==> config.mk <==
export PLATFORM = sky130hd
export DESIGN_NAME = sdi_init_ctrl_flat
export DESIGN_NICKNAME = d
export VERILOG_FILES = /design/src/shared/sdi_pkg.sv /design/src/shared/sdi_link_if.sv /design/src/core/sdi_init_ctrl.sv /design/src/flat_wrapper.sv
export SDC_FILE = /design/constraint.sdc
export NUM_CORES = 1
export LEC_CHECK = 0
export ABC_AREA = 0
export BUFFER_PORTS_ARGS = -buffer_cell sky130_fd_sc_hd__buf_2
export CORE_UTILIZATION = 60
export DETAILED_ROUTE_END_ITERATION = 12
export PLACE_DENSITY_LB_ADDON = 0.08
export SYNTH_ARGS = -nofsm -noshare
export SYNTH_HDL_FRONTEND = slang
export SYNTH_SLANG_ARGS = --single-unit
export TNS_END_PERCENT = 10
==> constraint.sdc <==
create_clock -name aclk -period 4.5 [get_ports aclk]
set_input_delay 0.9 -clock aclk [delete_from_list [all_inputs] [get_ports aclk]]
set_output_delay 0.9 -clock aclk [all_outputs]
set_load 0.005 [all_outputs]
==> src/shared/sdi_pkg.sv <==
// shared constants and types for the dram init link
package sdi_pkg;

	// ----------------------------------------------------------------
	// link command codes {cs_n, ras_n, cas_n, we_n}
	// ----------------------------------------------------------------
	localparam logic [3:0] CMD_DESEL = 4'hF;
	localparam logic [3:0] CMD_NOP   = 4'h7;
	localparam logic [3:0] CMD_PRE   = 4'h2;
	localparam logic [3:0] CMD_REF   = 4'h1;
	localparam logic [3:0] CMD_MRS   = 4'h0;

	// bank select codes of the setting registers
	localparam logic [2:0] BA_PRIMARY = 3'h0;
	localparam logic [2:0] BA_EXT_ONE = 3'h1;
	localparam logic [2:0] BA_EXT_TWO = 3'h2;
	localparam logic [2:0] BA_EXT_THR = 3'h3;

	// address bit positions
	localparam int ADDR_W       = 15;
	localparam int POS_DLL_OFF  = 0;
	localparam int POS_BT       = 3;
	localparam int POS_TEST     = 7;
	localparam int POS_DLL_RST  = 8;
	localparam int POS_CAL_LO   = 7;
	localparam int POS_PRE_ALL  = 10;
	localparam int POS_A13      = 13;
	localparam logic [2:0] BL_CODE_4 = 3'h2;
	localparam logic [2:0] BL_CODE_8 = 3'h3;
	localparam logic [2:0] CAL_DEFAULT = 3'h7;
	localparam logic [2:0] CAL_EXIT    = 3'h0;

	// ----------------------------------------------------------------
	// timing
	// ----------------------------------------------------------------
	localparam int CLK_PERIOD_PS = 5000;
	localparam int T_STABLE_US   = 200;
	localparam int T_CKE_NS      = 400;
	localparam int STABLE_CYC    = T_STABLE_US * 1000000 / CLK_PERIOD_PS;
	localparam int CKE_CYC       = (T_CKE_NS * 1000 + CLK_PERIOD_PS - 1) / CLK_PERIOD_PS;
	localparam int DLL_CYC       = 200;
	localparam int MRD_CYC       = 2;
	localparam int RP_CYC        = 3;
	localparam int RFC_CYC       = 26;
	localparam int REF_COUNT     = 2;
	localparam int WAIT_W        = 16;

	// ----------------------------------------------------------------
	// register map (byte offsets) and reset values
	// ----------------------------------------------------------------
	localparam logic [7:0] OFS_CTRL   = 8'h00;
	localparam logic [7:0] OFS_PRIM   = 8'h04;
	localparam logic [7:0] OFS_EXT1   = 8'h08;
	localparam logic [7:0] OFS_EXT2   = 8'h0C;
	localparam logic [7:0] OFS_EXT3   = 8'h10;
	localparam logic [7:0] OFS_STATUS = 8'h14;
	localparam logic [14:0] RST_PRIM  = 15'h0432;
	localparam logic [14:0] RST_EXT1  = 15'h0000;
	localparam logic [14:0] RST_EXT2  = 15'h0000;
	localparam logic [14:0] RST_EXT3  = 15'h0000;
	localparam logic [1:0]  RESP_OKAY = 2'h0;
	localparam logic [1:0]  RESP_SLVERR = 2'h2;

	typedef enum logic [3:0] {
		ST_IDLE    = 4'h0,
		ST_STABLE  = 4'h1,
		ST_CKE     = 4'h2,
		ST_PRE1    = 4'h3,
		ST_EXT2    = 4'h4,
		ST_EXT3    = 4'h5,
		ST_EXT1    = 4'h6,
		ST_DLLRST  = 4'h7,
		ST_PRE2    = 4'h8,
		ST_REF     = 4'h9,
		ST_PRIMOP  = 4'hA,
		ST_CALWAIT = 4'hB,
		ST_CALDEF  = 4'hC,
		ST_CALEXIT = 4'hD
	} sdi_state_e;

endpackage : sdi_pkg

==> src/shared/sdi_link_if.sv <==
// command pins between controller and dram
interface sdi_link_if;
	logic        cke;
	logic        odt;
	logic        cs_n;
	logic        ras_n;
	logic        cas_n;
	logic        we_n;
	logic [2:0]  ba;
	logic [14:0] addr;

	modport ctrl (output cke, odt, cs_n, ras_n, cas_n, we_n, ba, addr);
	modport dev  (input  cke, odt, cs_n, ras_n, cas_n, we_n, ba, addr);
endinterface : sdi_link_if

==> src/core/sdi_init_ctrl.sv <==
// controller end: power-up sequencer with an axi4-lite register port
//
// The placing of the registers and the AXI4-Lite slave port were chosen for this implementation.
module sdi_init_ctrl
	import sdi_pkg::*;
#(
	parameter int STABLE_CYCLES = STABLE_CYC
)(
	// clock and reset
	input  wire logic        aclk,
	input  wire logic        aresetn,
	// axi4-lite slave
	input  wire logic [7:0]  s_axi_awaddr,
	input  wire logic        s_axi_awvalid,
	output logic             s_axi_awready,
	input  wire logic [31:0] s_axi_wdata,
	input  wire logic [3:0]  s_axi_wstrb,
	input  wire logic        s_axi_wvalid,
	output logic             s_axi_wready,
	output logic [1:0]       s_axi_bresp,
	output logic             s_axi_bvalid,
	input  wire logic        s_axi_bready,
	input  wire logic [7:0]  s_axi_araddr,
	input  wire logic        s_axi_arvalid,
	output logic             s_axi_arready,
	output logic [31:0]      s_axi_rdata,
	output logic [1:0]       s_axi_rresp,
	output logic             s_axi_rvalid,
	input  wire logic        s_axi_rready,
	// link
	sdi_link_if.ctrl         link
);
	import sdi_pkg::*;
	sdi_state_e        state_q;
	logic [WAIT_W-1:0] wait_q;
	logic [7:0]        dll_cnt_q;
	logic [1:0]        ref_cnt_q;
	logic              booted_q, ready_q, start_q;
	logic [14:0]       prim_q, ext1_q, ext2_q, ext3_q;
	logic [3:0]        cmd_q;
	logic [7:0]        awaddr_q;
	logic [31:0]       wdata_q;
	logic              aw_have_q;
	logic              w_have_q;
	logic              wr_go;
	logic [31:0]       rd_word;
	assign {link.cs_n, link.ras_n, link.cas_n, link.we_n} = cmd_q;

	// ----------------------------------------------------------------
	// axi write channel
	// ----------------------------------------------------------------
	// address and data are latched independently; the write lands once both are held
	assign wr_go = aw_have_q && w_have_q && !s_axi_bvalid;
	always_ff @(posedge aclk) begin
		if (!aresetn) begin
			s_axi_awready <= 1'b0;
			s_axi_wready  <= 1'b0;
			s_axi_bvalid  <= 1'b0;
			s_axi_bresp   <= RESP_OKAY;
			aw_have_q     <= 1'b0;
			w_have_q      <= 1'b0;
			awaddr_q      <= 8'h00;
			wdata_q       <= 32'h0000_0000;
		end else begin
			s_axi_awready <= !aw_have_q && !s_axi_awready && s_axi_awvalid;
			s_axi_wready  <= !w_have_q && !s_axi_wready && s_axi_wvalid;
			if (s_axi_awvalid && s_axi_awready) begin
				aw_have_q <= 1'b1;
				awaddr_q  <= s_axi_awaddr;
			end
			if (s_axi_wvalid && s_axi_wready) begin
				w_have_q <= 1'b1;
				wdata_q  <= s_axi_wdata;
			end
			if (wr_go) begin
				aw_have_q    <= 1'b0;
				w_have_q     <= 1'b0;
				s_axi_bvalid <= 1'b1;
				s_axi_bresp  <= (awaddr_q[7:2] <= OFS_STATUS[7:2]) ? RESP_OKAY : RESP_SLVERR;
			end else if (s_axi_bready) begin
				s_axi_bvalid <= 1'b0;
			end
		end
	end

	// byte strobes are ignored: each setting word is written whole
	always_ff @(posedge aclk) begin
		if (!aresetn) begin
			prim_q  <= RST_PRIM;
			ext1_q  <= RST_EXT1;
			ext2_q  <= RST_EXT2;
			ext3_q  <= RST_EXT3;
			start_q <= 1'b0;
		end else begin
			start_q <= 1'b0;
			if (wr_go) begin
				case ({awaddr_q[7:2], 2'h0})
					OFS_CTRL: start_q <= wdata_q[0];
					OFS_PRIM: prim_q  <= wdata_q[14:0];
					OFS_EXT1: ext1_q  <= wdata_q[14:0];
					OFS_EXT2: ext2_q  <= wdata_q[14:0];
					OFS_EXT3: ext3_q  <= wdata_q[14:0];
					default:  start_q <= 1'b0;
				endcase
			end
		end
	end

	// ----------------------------------------------------------------
	// axi read channel
	// ----------------------------------------------------------------
	always_comb begin
		rd_word = 32'h0000_0000;
		case ({s_axi_araddr[7:2], 2'h0})
			OFS_PRIM:   rd_word = {17'h0_0000, prim_q};
			OFS_EXT1:   rd_word = {17'h0_0000, ext1_q};
			OFS_EXT2:   rd_word = {17'h0_0000, ext2_q};
			OFS_EXT3:   rd_word = {17'h0_0000, ext3_q};
			OFS_STATUS: rd_word = {24'h00_0000, state_q, 2'h0, ready_q, state_q != ST_IDLE};
			default:    rd_word = 32'h0000_0000;
		endcase
	end

	always_ff @(posedge aclk) begin
		if (!aresetn) begin
			s_axi_arready <= 1'b0;
			s_axi_rvalid  <= 1'b0;
			s_axi_rdata   <= 32'h0000_0000;
			s_axi_rresp   <= RESP_OKAY;
		end else begin
			s_axi_arready <= !s_axi_rvalid && !s_axi_arready && s_axi_arvalid;
			if (s_axi_arvalid && s_axi_arready) begin
				s_axi_rvalid <= 1'b1;
				s_axi_rdata  <= rd_word;
				s_axi_rresp  <= (s_axi_araddr[7:2] <= OFS_STATUS[7:2]) ? RESP_OKAY : RESP_SLVERR;
			end else if (s_axi_rready) begin
				s_axi_rvalid <= 1'b0;
			end
		end
	end

	// ----------------------------------------------------------------
	// dll settle counter
	// ----------------------------------------------------------------
	always_ff @(posedge aclk) begin
		if (!aresetn) begin
			dll_cnt_q <= 8'h00;
		end else if (state_q == ST_DLLRST && wait_q == '0) begin
			dll_cnt_q <= 8'(DLL_CYC - 1);
		end else if (dll_cnt_q != 8'h00) begin
			dll_cnt_q <= dll_cnt_q - 8'h01;
		end
	end
	// ----------------------------------------------------------------
	// init sequencer: state names the next command, issued when wait_q is zero
	// ----------------------------------------------------------------
	always_ff @(posedge aclk) begin
		if (!aresetn) begin
			state_q   <= ST_IDLE;
			wait_q    <= '0;
			ref_cnt_q <= 2'h0;
			booted_q  <= 1'b0;
			ready_q   <= 1'b0;
			cmd_q     <= CMD_DESEL;
			link.cke  <= 1'b0;
			link.odt  <= 1'b0;
			link.ba   <= 3'h0;
			link.addr <= 15'h0000;
		end else begin
			cmd_q <= link.cke ? CMD_NOP : CMD_DESEL;
			if (wait_q != '0) begin
				wait_q <= wait_q - 1'b1;
			end else begin
				case (state_q)
					ST_IDLE: begin
						if (start_q) begin
							ready_q <= 1'b0;
							// a re-init keeps the clock running, so skip the power-up wait
							state_q <= booted_q ? ST_PRE1 : ST_STABLE;
							wait_q  <= booted_q ? '0 : WAIT_W'(STABLE_CYCLES - 1);
						end
					end
					ST_STABLE: begin
						link.cke <= 1'b1;
						wait_q   <= WAIT_W'(CKE_CYC - 1);
						state_q  <= ST_PRE1;
					end
					ST_PRE1, ST_PRE2: begin
						cmd_q     <= CMD_PRE;
						link.addr <= 15'(1 << POS_PRE_ALL);
						wait_q    <= WAIT_W'(RP_CYC - 1);
						ref_cnt_q <= 2'h0;
						state_q   <= (state_q == ST_PRE1) ? ST_EXT2 : ST_REF;
					end
					ST_EXT2, ST_EXT3: begin
						cmd_q     <= CMD_MRS;
						link.ba   <= (state_q == ST_EXT2) ? BA_EXT_TWO : BA_EXT_THR;
						link.addr <= (state_q == ST_EXT2) ? ext2_q : ext3_q;
						wait_q    <= WAIT_W'(MRD_CYC - 1);
						state_q   <= (state_q == ST_EXT2) ? ST_EXT3 : ST_EXT1;
					end
					ST_EXT1: begin
						cmd_q     <= CMD_MRS;
						link.ba   <= BA_EXT_ONE;
						link.addr <= {2'h0, ext1_q[12:10], CAL_EXIT, ext1_q[6:1], 1'b0};
						wait_q    <= WAIT_W'(MRD_CYC - 1);
						state_q   <= ST_DLLRST;
					end
					ST_DLLRST, ST_PRIMOP: begin
						cmd_q     <= CMD_MRS;
						link.ba   <= BA_PRIMARY;
						// the recovery field is sent exactly as software computed it
						link.addr <= {2'h0, prim_q[12:9], (state_q == ST_DLLRST) ? 2'h2 : 2'h0,
							prim_q[6:0]};
						wait_q    <= WAIT_W'(MRD_CYC - 1);
						state_q   <= (state_q == ST_DLLRST) ? ST_PRE2 : ST_CALWAIT;
					end
					ST_REF: begin
						cmd_q     <= CMD_REF;
						wait_q    <= WAIT_W'(RFC_CYC - 1);
						ref_cnt_q <= ref_cnt_q + 2'h1;
						if (ref_cnt_q == 2'(REF_COUNT - 1)) begin
							state_q <= ST_PRIMOP;
						end
					end
					ST_CALWAIT: begin
						if (dll_cnt_q == 8'h00) begin
							state_q <= ST_CALDEF;
						end
					end
					ST_CALDEF, ST_CALEXIT: begin
						cmd_q     <= CMD_MRS;
						link.ba   <= BA_EXT_ONE;
						link.addr <= {2'h0, ext1_q[12:10], (state_q == ST_CALDEF) ? CAL_DEFAULT : CAL_EXIT,
							ext1_q[6:0]};
						wait_q    <= WAIT_W'(MRD_CYC - 1);
						state_q   <= (state_q == ST_CALDEF) ? ST_CALEXIT : ST_IDLE;
						if (state_q == ST_CALEXIT) begin
							ready_q  <= 1'b1;
							booted_q <= 1'b1;
						end
					end
					default: state_q <= ST_IDLE;
				endcase
			end
		end
	end

endmodule : sdi_init_ctrl

==> src/flat_wrapper.sv <==
// flat-port wrapper written by rule: the top's interface ports become plain ports
module sdi_init_ctrl_flat import sdi_pkg::*;
#(
	parameter int STABLE_CYCLES = STABLE_CYC
)
  (aclk, aresetn, s_axi_awaddr, s_axi_awvalid, s_axi_awready, s_axi_wdata, s_axi_wstrb, s_axi_wvalid, s_axi_wready, s_axi_bresp, s_axi_bvalid, s_axi_bready, s_axi_araddr, s_axi_arvalid, s_axi_arready, s_axi_rdata, s_axi_rresp, s_axi_rvalid, s_axi_rready, link_cke, link_odt, link_cs_n, link_ras_n, link_cas_n, link_we_n, link_ba, link_addr);
  sdi_link_if link_i ();
  input  wire logic aclk;
  input  wire logic aresetn;
  input  wire logic [7:0] s_axi_awaddr;
  input  wire logic s_axi_awvalid;
  output logic s_axi_awready;
  input  wire logic [31:0] s_axi_wdata;
  input  wire logic [3:0] s_axi_wstrb;
  input  wire logic s_axi_wvalid;
  output logic s_axi_wready;
  output logic [1:0] s_axi_bresp;
  output logic s_axi_bvalid;
  input  wire logic s_axi_bready;
  input  wire logic [7:0] s_axi_araddr;
  input  wire logic s_axi_arvalid;
  output logic s_axi_arready;
  output logic [31:0] s_axi_rdata;
  output logic [1:0] s_axi_rresp;
  output logic s_axi_rvalid;
  input  wire logic s_axi_rready;
  output wire logic [$bits(link_i.cke)-1:0] link_cke;
  output wire logic [$bits(link_i.odt)-1:0] link_odt;
  output wire logic [$bits(link_i.cs_n)-1:0] link_cs_n;
  output wire logic [$bits(link_i.ras_n)-1:0] link_ras_n;
  output wire logic [$bits(link_i.cas_n)-1:0] link_cas_n;
  output wire logic [$bits(link_i.we_n)-1:0] link_we_n;
  output wire logic [$bits(link_i.ba)-1:0] link_ba;
  output wire logic [$bits(link_i.addr)-1:0] link_addr;
  assign link_cke = link_i.cke;
  assign link_odt = link_i.odt;
  assign link_cs_n = link_i.cs_n;
  assign link_ras_n = link_i.ras_n;
  assign link_cas_n = link_i.cas_n;
  assign link_we_n = link_i.we_n;
  assign link_ba = link_i.ba;
  assign link_addr = link_i.addr;
  sdi_init_ctrl #(.STABLE_CYCLES(STABLE_CYCLES)) u_core (.aclk(aclk), .aresetn(aresetn), .s_axi_awaddr(s_axi_awaddr), .s_axi_awvalid(s_axi_awvalid), .s_axi_awready(s_axi_awready), .s_axi_wdata(s_axi_wdata), .s_axi_wstrb(s_axi_wstrb), .s_axi_wvalid(s_axi_wvalid), .s_axi_wready(s_axi_wready), .s_axi_bresp(s_axi_bresp), .s_axi_bvalid(s_axi_bvalid), .s_axi_bready(s_axi_bready), .s_axi_araddr(s_axi_araddr), .s_axi_arvalid(s_axi_arvalid), .s_axi_arready(s_axi_arready), .s_axi_rdata(s_axi_rdata), .s_axi_rresp(s_axi_rresp), .s_axi_rvalid(s_axi_rvalid), .s_axi_rready(s_axi_rready), .link(link_i));
endmodule
### After elaboration in Yosys (flattened, before gate mapping)

Index checks and enable logic that the tools add are counted.

| storage, ports and cells | value |
|---|---|
| register bits after elaboration | 182 |
| logic and storage cells | 152 |
| input port bits | 59 |

| operators by class | value |
|---|---|
| eq/ne operators | 27 |
| reductions and logical operators | 55 |
| magnitude comparators | 2 |
| $add $sub $neg | 3 |
| bitwise operators | 2 |
| multiplexer cells | 35 |

Operator list:

| cell | count |
|---|---|
| $pmux W15 S5 | 2 |
| $pmux W16 S5 | 1 |
| $mux W16 | 3 |
| $pmux W4 S9 | 1 |
| $mux W4 | 7 |
| $eq A4 B4 Y1 const B | 6 |
| $eq A6 B2 Y1 const B | 4 |
| $eq A6 B3 Y1 const B | 3 |
| $reduce_and A2 Y1 | 9 |
| $eq A4 B3 Y1 const B | 4 |
| $logic_not A16 Y1 | 1 |
| $mux W8 | 2 |
| $reduce_bool A16 Y1 | 1 |
| $sub A16 B1 Y16 const B | 1 |
| $mux W15 | 1 |
| $eq A6 B1 Y1 const B | 2 |
| $le A6 B3 Y1 const B | 2 |
| $logic_and A1 B1 Y1 | 12 |
| $mux W2 | 6 |
| $pmux W4 S3 | 1 |
| $reduce_or A2 Y1 | 6 |
| $reduce_bool A2 Y1 | 5 |
| $pmux W3 S3 | 1 |
| $logic_not A8 Y1 | 1 |
| 24 further kinds | 42 |

### Depth between registers and ports, before layout

| logic depth | value |
|---|---|
| depth after elaboration | 4 |
| gate-level depth with buffers | 8 |

### Least setup slack after synthesis

No wires, ideal clock.

| timing path | value |
|---|---|
| kind | input to register |
| start | in s_axi_araddr[5] |
| end | reg u_core.s_axi_rdata[1] |
| setup time | 70 ps |
| buffers on the path | 2 |
| path slack | 2299 ps |
| stages | 6 |
| data required time | 4430 ps |
| arrival time | 2131 ps |
| path through | nor3_1 > and3b_1 > clkbuf_1 > buf_2 > a32oi_1 > a21oi_1 |

| between the ends | value |
|---|---|
| word-level cells in the longest chain between the ends | 2 |

Ends and longest elaborated chain:

| what | RTL line | text |
|---|---|---|
| start, declared | flat_wrapper.sv:20 | `input wire logic [7:0] s_axi_araddr;` |
| $eq A6 B3 Y1 (tied with other cells) | sdi_init_ctrl.sv:114 | `case ({s_axi_araddr[7:2], 2'h0})` |
| $pmux W15 S5 (*) | sdi_init_ctrl.sv:114 |  |
| end signal, assigned | sdi_init_ctrl.sv:134 | `s_axi_rdata <= rd_word;` |
| end, declared | sdi_init_ctrl.sv:26 | `output logic [31:0] s_axi_rdata,` |

Mark *: on every way between the ends. The rest lies on a longest branch, timed or not.
A chain may end at the register's enable or synchronous reset.

### Worst setup path after layout

| timing path | value |
|---|---|
| start | reg u_core.wait_q[0] |
| end | reg u_core.link.addr[5] |

| between the ends | value |
|---|---|
| word-level cells in the longest chain between the ends | 3 |

Ends and longest elaborated chain:

| what | RTL line | text |
|---|---|---|
| start, declared | sdi_init_ctrl.sv:35 | `logic [WAIT_W-1:0] wait_q;` |
| start signal, assigned | sdi_init_ctrl.sv:172 | `wait_q <= wait_q - 1'b1;` |
| start signal, assigned | sdi_init_ctrl.sv:180 | `wait_q <= booted_q ? '0 : WAIT_W'(STABLE_CYCLES - 1);` |
| start signal, assigned | sdi_init_ctrl.sv:185 | `wait_q <= WAIT_W'(CKE_CYC - 1);` |
| $reduce_bool A16 Y1 | sdi_init_ctrl.sv:171 | `if (wait_q != '0) begin` |
| $not A1 Y1 (no line) | -- |  |
| $reduce_and A2 Y1 (no line) | -- |  |
| end signal, assigned | sdi_init_ctrl.sv:190 | `link.addr <= 15'(1 << POS_PRE_ALL);` |
| end signal, assigned | sdi_init_ctrl.sv:198 | `link.addr <= (state_q == ST_EXT2) ? ext2_q : ext3_q;` |
| end signal, assigned | sdi_init_ctrl.sv:205 | `link.addr <= {2'h0, ext1_q[12:10], CAL_EXIT, ext1_q[6:1], 1'b0};` |
| end, declared | sdi_link_if.sv:12 | `modport ctrl (output cke, odt, cs_n, ras_n, cas_n, we_n, ba, addr);` |

Every way passes these cells.

==> flow_metrics.py <==
metrics = {
    "outcome": {
        "outcome": "finished clean",
    },
    "power": {
        "power_density_mw_per_mm2": 463,
        "combinationalPowerShare": 0.205,
        "seqPwrFrac": 0.411,
        "p_switching_uw": 1170,
        "p_clk_frac": 0.384,
        "switching_share": 0.297,
        "ir_drop_mv": 0.257,
        "p_total_uw": 3940,
        "intPower_uw": 2770,
        "leakage_uw": 0.00333,
    },
    "cells_and_area": {
        "fin_nets": 939,
        "seqCellArea_mm2": 0.00320,
        "layout-drive-gt1-share": 0.172,
        "final_cell_mix": "dfxtp_1 (160), nand2_1 (113), mux2i_1 (80), buf_2 (77), nor2_1 (58)",
        "multi_input_area_mm2": 0.00395,
        "fin_cells": 1058,
        "postLayoutCoreUtil": 0.702,
        "antenna_cells": 0,
        "syn_to_final_growth_pct": 13.0,
        "nFillCells": 950,
        "final_common_cell": "dfxtp_1",
    },
    "worst_setup_path": {
        "r2r_slack_ps": 1640,
        "start_kind": "flop",
        "timing.rr.start": "u_core.wait_q[0]",
        "critPathKind": "reg -> reg",
        "end_kind": "flop",
        "rr_worst_depth": 6,
        "crit_arrival_ps": 3190,
        "r2r_end": "u_core.link.addr[5]",
        "path_max_fanout": 14,
        "worstPathRequired_ps": 4820,
    },
    "worst_hold_path": {
        "min_from": "u_core.s_axi_rvalid",
        "hold_path_depth": 1,
        "hp-class": "reg -> reg",
        "hold_end": "u_core.s_axi_arready",
    },
    "run": {
        "drv_cap": 0,
    },
    "sta": {
        "fin_crit_sh": 0.637,
        "hold_violations": 0,
        "finalCriticalPeriod_ps": 2860,
        "max-slew-margin-rel": 0.115,
        "maxSlewViolCount": 0,
        "rsz0062_at_grt": "no",
        "worstMarginPinSlew_ps": 1310,
        "fin_setup_tns_ps": 0,
        "holdWs_ps": 442,
        "max_clock_freq_ghz": 0.349,
        "setup-violations-final": 0,
        "fin_worst_skew_ps": 6.75,
    },
    "die": {
        "core_mm2": 0.0121,
        "fp-row-count": 40,
        "start_util": 0.622,
        "die_w_um": 114,
        "fp.dieH_um": 114,
        "dieArea_mm2": 0.0130,
        "io_pins": 124,
    },
    "global_routing": {
        "antenna_found_initial": 0,
        "grt_overflow": 0,
        "grtUsageTotal": 0.301,
        "grt_first_pass_wirelength_mm": 30.3,
        "grt_pass1_vias": 5876,
        "grt_max_degree": 89,
    },
    "yosys": {
        "synthesis.area_mm2": 0.00753,
        "ys.flop_type": "dfxtp_1",
        "synth_top_area_share": 0.425,
        "synthCells": 829,
        "ys_ff_latch": 160,
        "synth_edf_count": 0,
        "synth_seq_area_share": 0.425,
        "synth_area_leader_cell": "dfxtp_1",
        "synthArstFlopShare": 0,
        "synthDistinctLibCells": 70,
        "synth_warnings": 0,
        "netlist_top_cells_area": "dfxtp_1 (43%), mux2i_1 (11%), nand2_1 (5.6%)",
        "syn_area_per_cell_um2": 9.08,
    },
    "route": {
        "via_per_inst": 6.09,
        "drt_iter0_drc": 558,
        "postRouteAntennaNets": 0,
        "drc": 0,
        "drt-pass1-iter-count": 5,
        "vias": 6441,
        "totalWireLength_mm": 18.9,
        "post_drt_wl_per_cell_um": 17.9,
    },
    "place": {
        "dp_hpwl_mm": 12.6,
        "dp.cells": 1026,
        "io_buffers": 77,
        "place_congestion": 0.823,
    },
    "clock_tree": {
        "clk_path_buf_depth": 2,
        "post_cts_resized": 0,
        "numCtsBuffers": 17,
        "path_clk_slew_ps": 60,
        "cts-root-buf": "clkbuf_16",
        "clock_sinks": 160,
        "cts_htree_levels": 4,
        "hold_buffers": 0,
        "postCtsSetupBuffers": 0,
        "cts_tree": "yes",
        "clock_latency_ps": 440,
    },
}
==> sequential cells by signal, indices dropped and copies added, names as in the netlist, 4 cells and up <==
| name | cells |
|---|---|
| u_core.ext2_q | 15 |
| u_core.cmd_q | 4 |
| u_core.wdata_q | 15 |
| u_core.state_q | 4 |
| u_core.awaddr_q | 6 |
| u_core.ext1_q | 15 |
| u_core.prim_q | 15 |
| u_core.dll_cnt_q | 8 |
| u_core.ext3_q | 15 |
| u_core.link.addr | 15 |
| u_core.s_axi_rdata | 15 |
| u_core.wait_q | 16 |
==> per-stage QoR <==
stage / setup slack (ps) / cell area (um2)
2_1_floorplan: 2300 / 7600
3_3_place_gp: 1760 / 7880
3_5_place_dp: 1690 / 7880
4_1_cts: 1680 / 8510
5_1_grt: 1480 / 8510
6_report: 1640 / 8510
==> cells by family after synthesis <==
| kind of cell | count (synthesis) | synth area share |
|---|---|---|
| AO/OA/AOI/OAI | 186 | 0.170 |
| XOR/XNOR | 8 | 0.00931 |
| adder cells (fa/ha/maj) | 4 | 0.00631 |
| buffers and inverters | 91 | 0.0603 |
| flip-flops | 160 | 0.425 |
| multiplexers | 100 | 0.136 |
| other | 1 | 0.000498 |
| AND/OR/NAND/NOR | 279 | 0.192 |
==> power groups by stage <==
stage          combinational, uW  sequential [uW]  clock [uW]
3_3_place_gp                 767             1640           0
4_1_cts                      802             1620        1530
5_1_grt                      885             1630        1580
2_1_floorplan                664             1620           0
6_report                     809             1620        1510
3_5_place_dp                 800             1650           0
==> worst max path at each step <==
stage	from	endpoint	slack, ps	depth (start not counted)
3_3_place_gp	aresetn	u_core.s_axi_rdata[12]	1760	5
4_1_cts	u_core.wait_q[0]	u_core.link.addr[12]	1680	6
2_1_floorplan	s_axi_araddr[5]	u_core.s_axi_rdata[1]	2300	6
6_report	u_core.wait_q[0]	u_core.link.addr[5]	1640	6
3_5_place_dp	u_core.wait_q[0]	u_core.link.addr[12]	1690	6
5_1_grt	u_core.state_q[2]	u_core.link.addr[2]	1480	4
==> area by class of cell <==
| cell class | instances | area share |
|---|---|---|
| Clock buffer | 24 | 0.0590 |
| Multi-Input combinational cell | 598 | 0.465 |
| Sequential cell | 160 | 0.377 |
| Inverter | 12 | 0.00530 |
| Clock inverter | 8 | 0.0147 |
| Tap cell | 168 | 0.0247 |
| Timing Repair Buffer | 88 | 0.0550 |
==> cells in the mapped netlist (4+ instances only) <==
cell type and count:
a211oi_1 4, a21oi_1 50, a221o_1 8, a22o_1 13, a22oi_1 9, a31oi_1 11
a32oi_1 14, and2_1 5, buf_1 9, buf_2 9, buf_4 25, clkbuf_1 35
dfxtp_1 160, inv_1 11, mux2_2 20, mux2i_1 80, nand2_1 113, nand2b_1 13
nand3_1 15, nand4_1 5, nor2_1 58, nor2b_1 7, nor3_1 15, nor4_1 7
nor4_4 5, nor4b_1 6, o211ai_1 4, o21a_1 9, o21ai_0 30, o31a_1 4
o31ai_1 4, or3_1 4, or4_1 6, xnor2_1 5
==> metal layers <==
layer  part of all wire  up-vias  track usage
li1                   -     3071            -
met1               0.45     3051        0.408
met2               0.46      283        0.478
met3              0.075       36       0.0537
met4              0.022        0        0.119
met5                  0        -            0
==> critical path: stages (launching register included) <==
cell,delay (ps)
dfxtp_1,330
inv_1,70
ha_1,350
nor4b_1,600
and4_1,640
a21oi_1,410
a22o_1,340
Power figures use the tool's default switching activity.
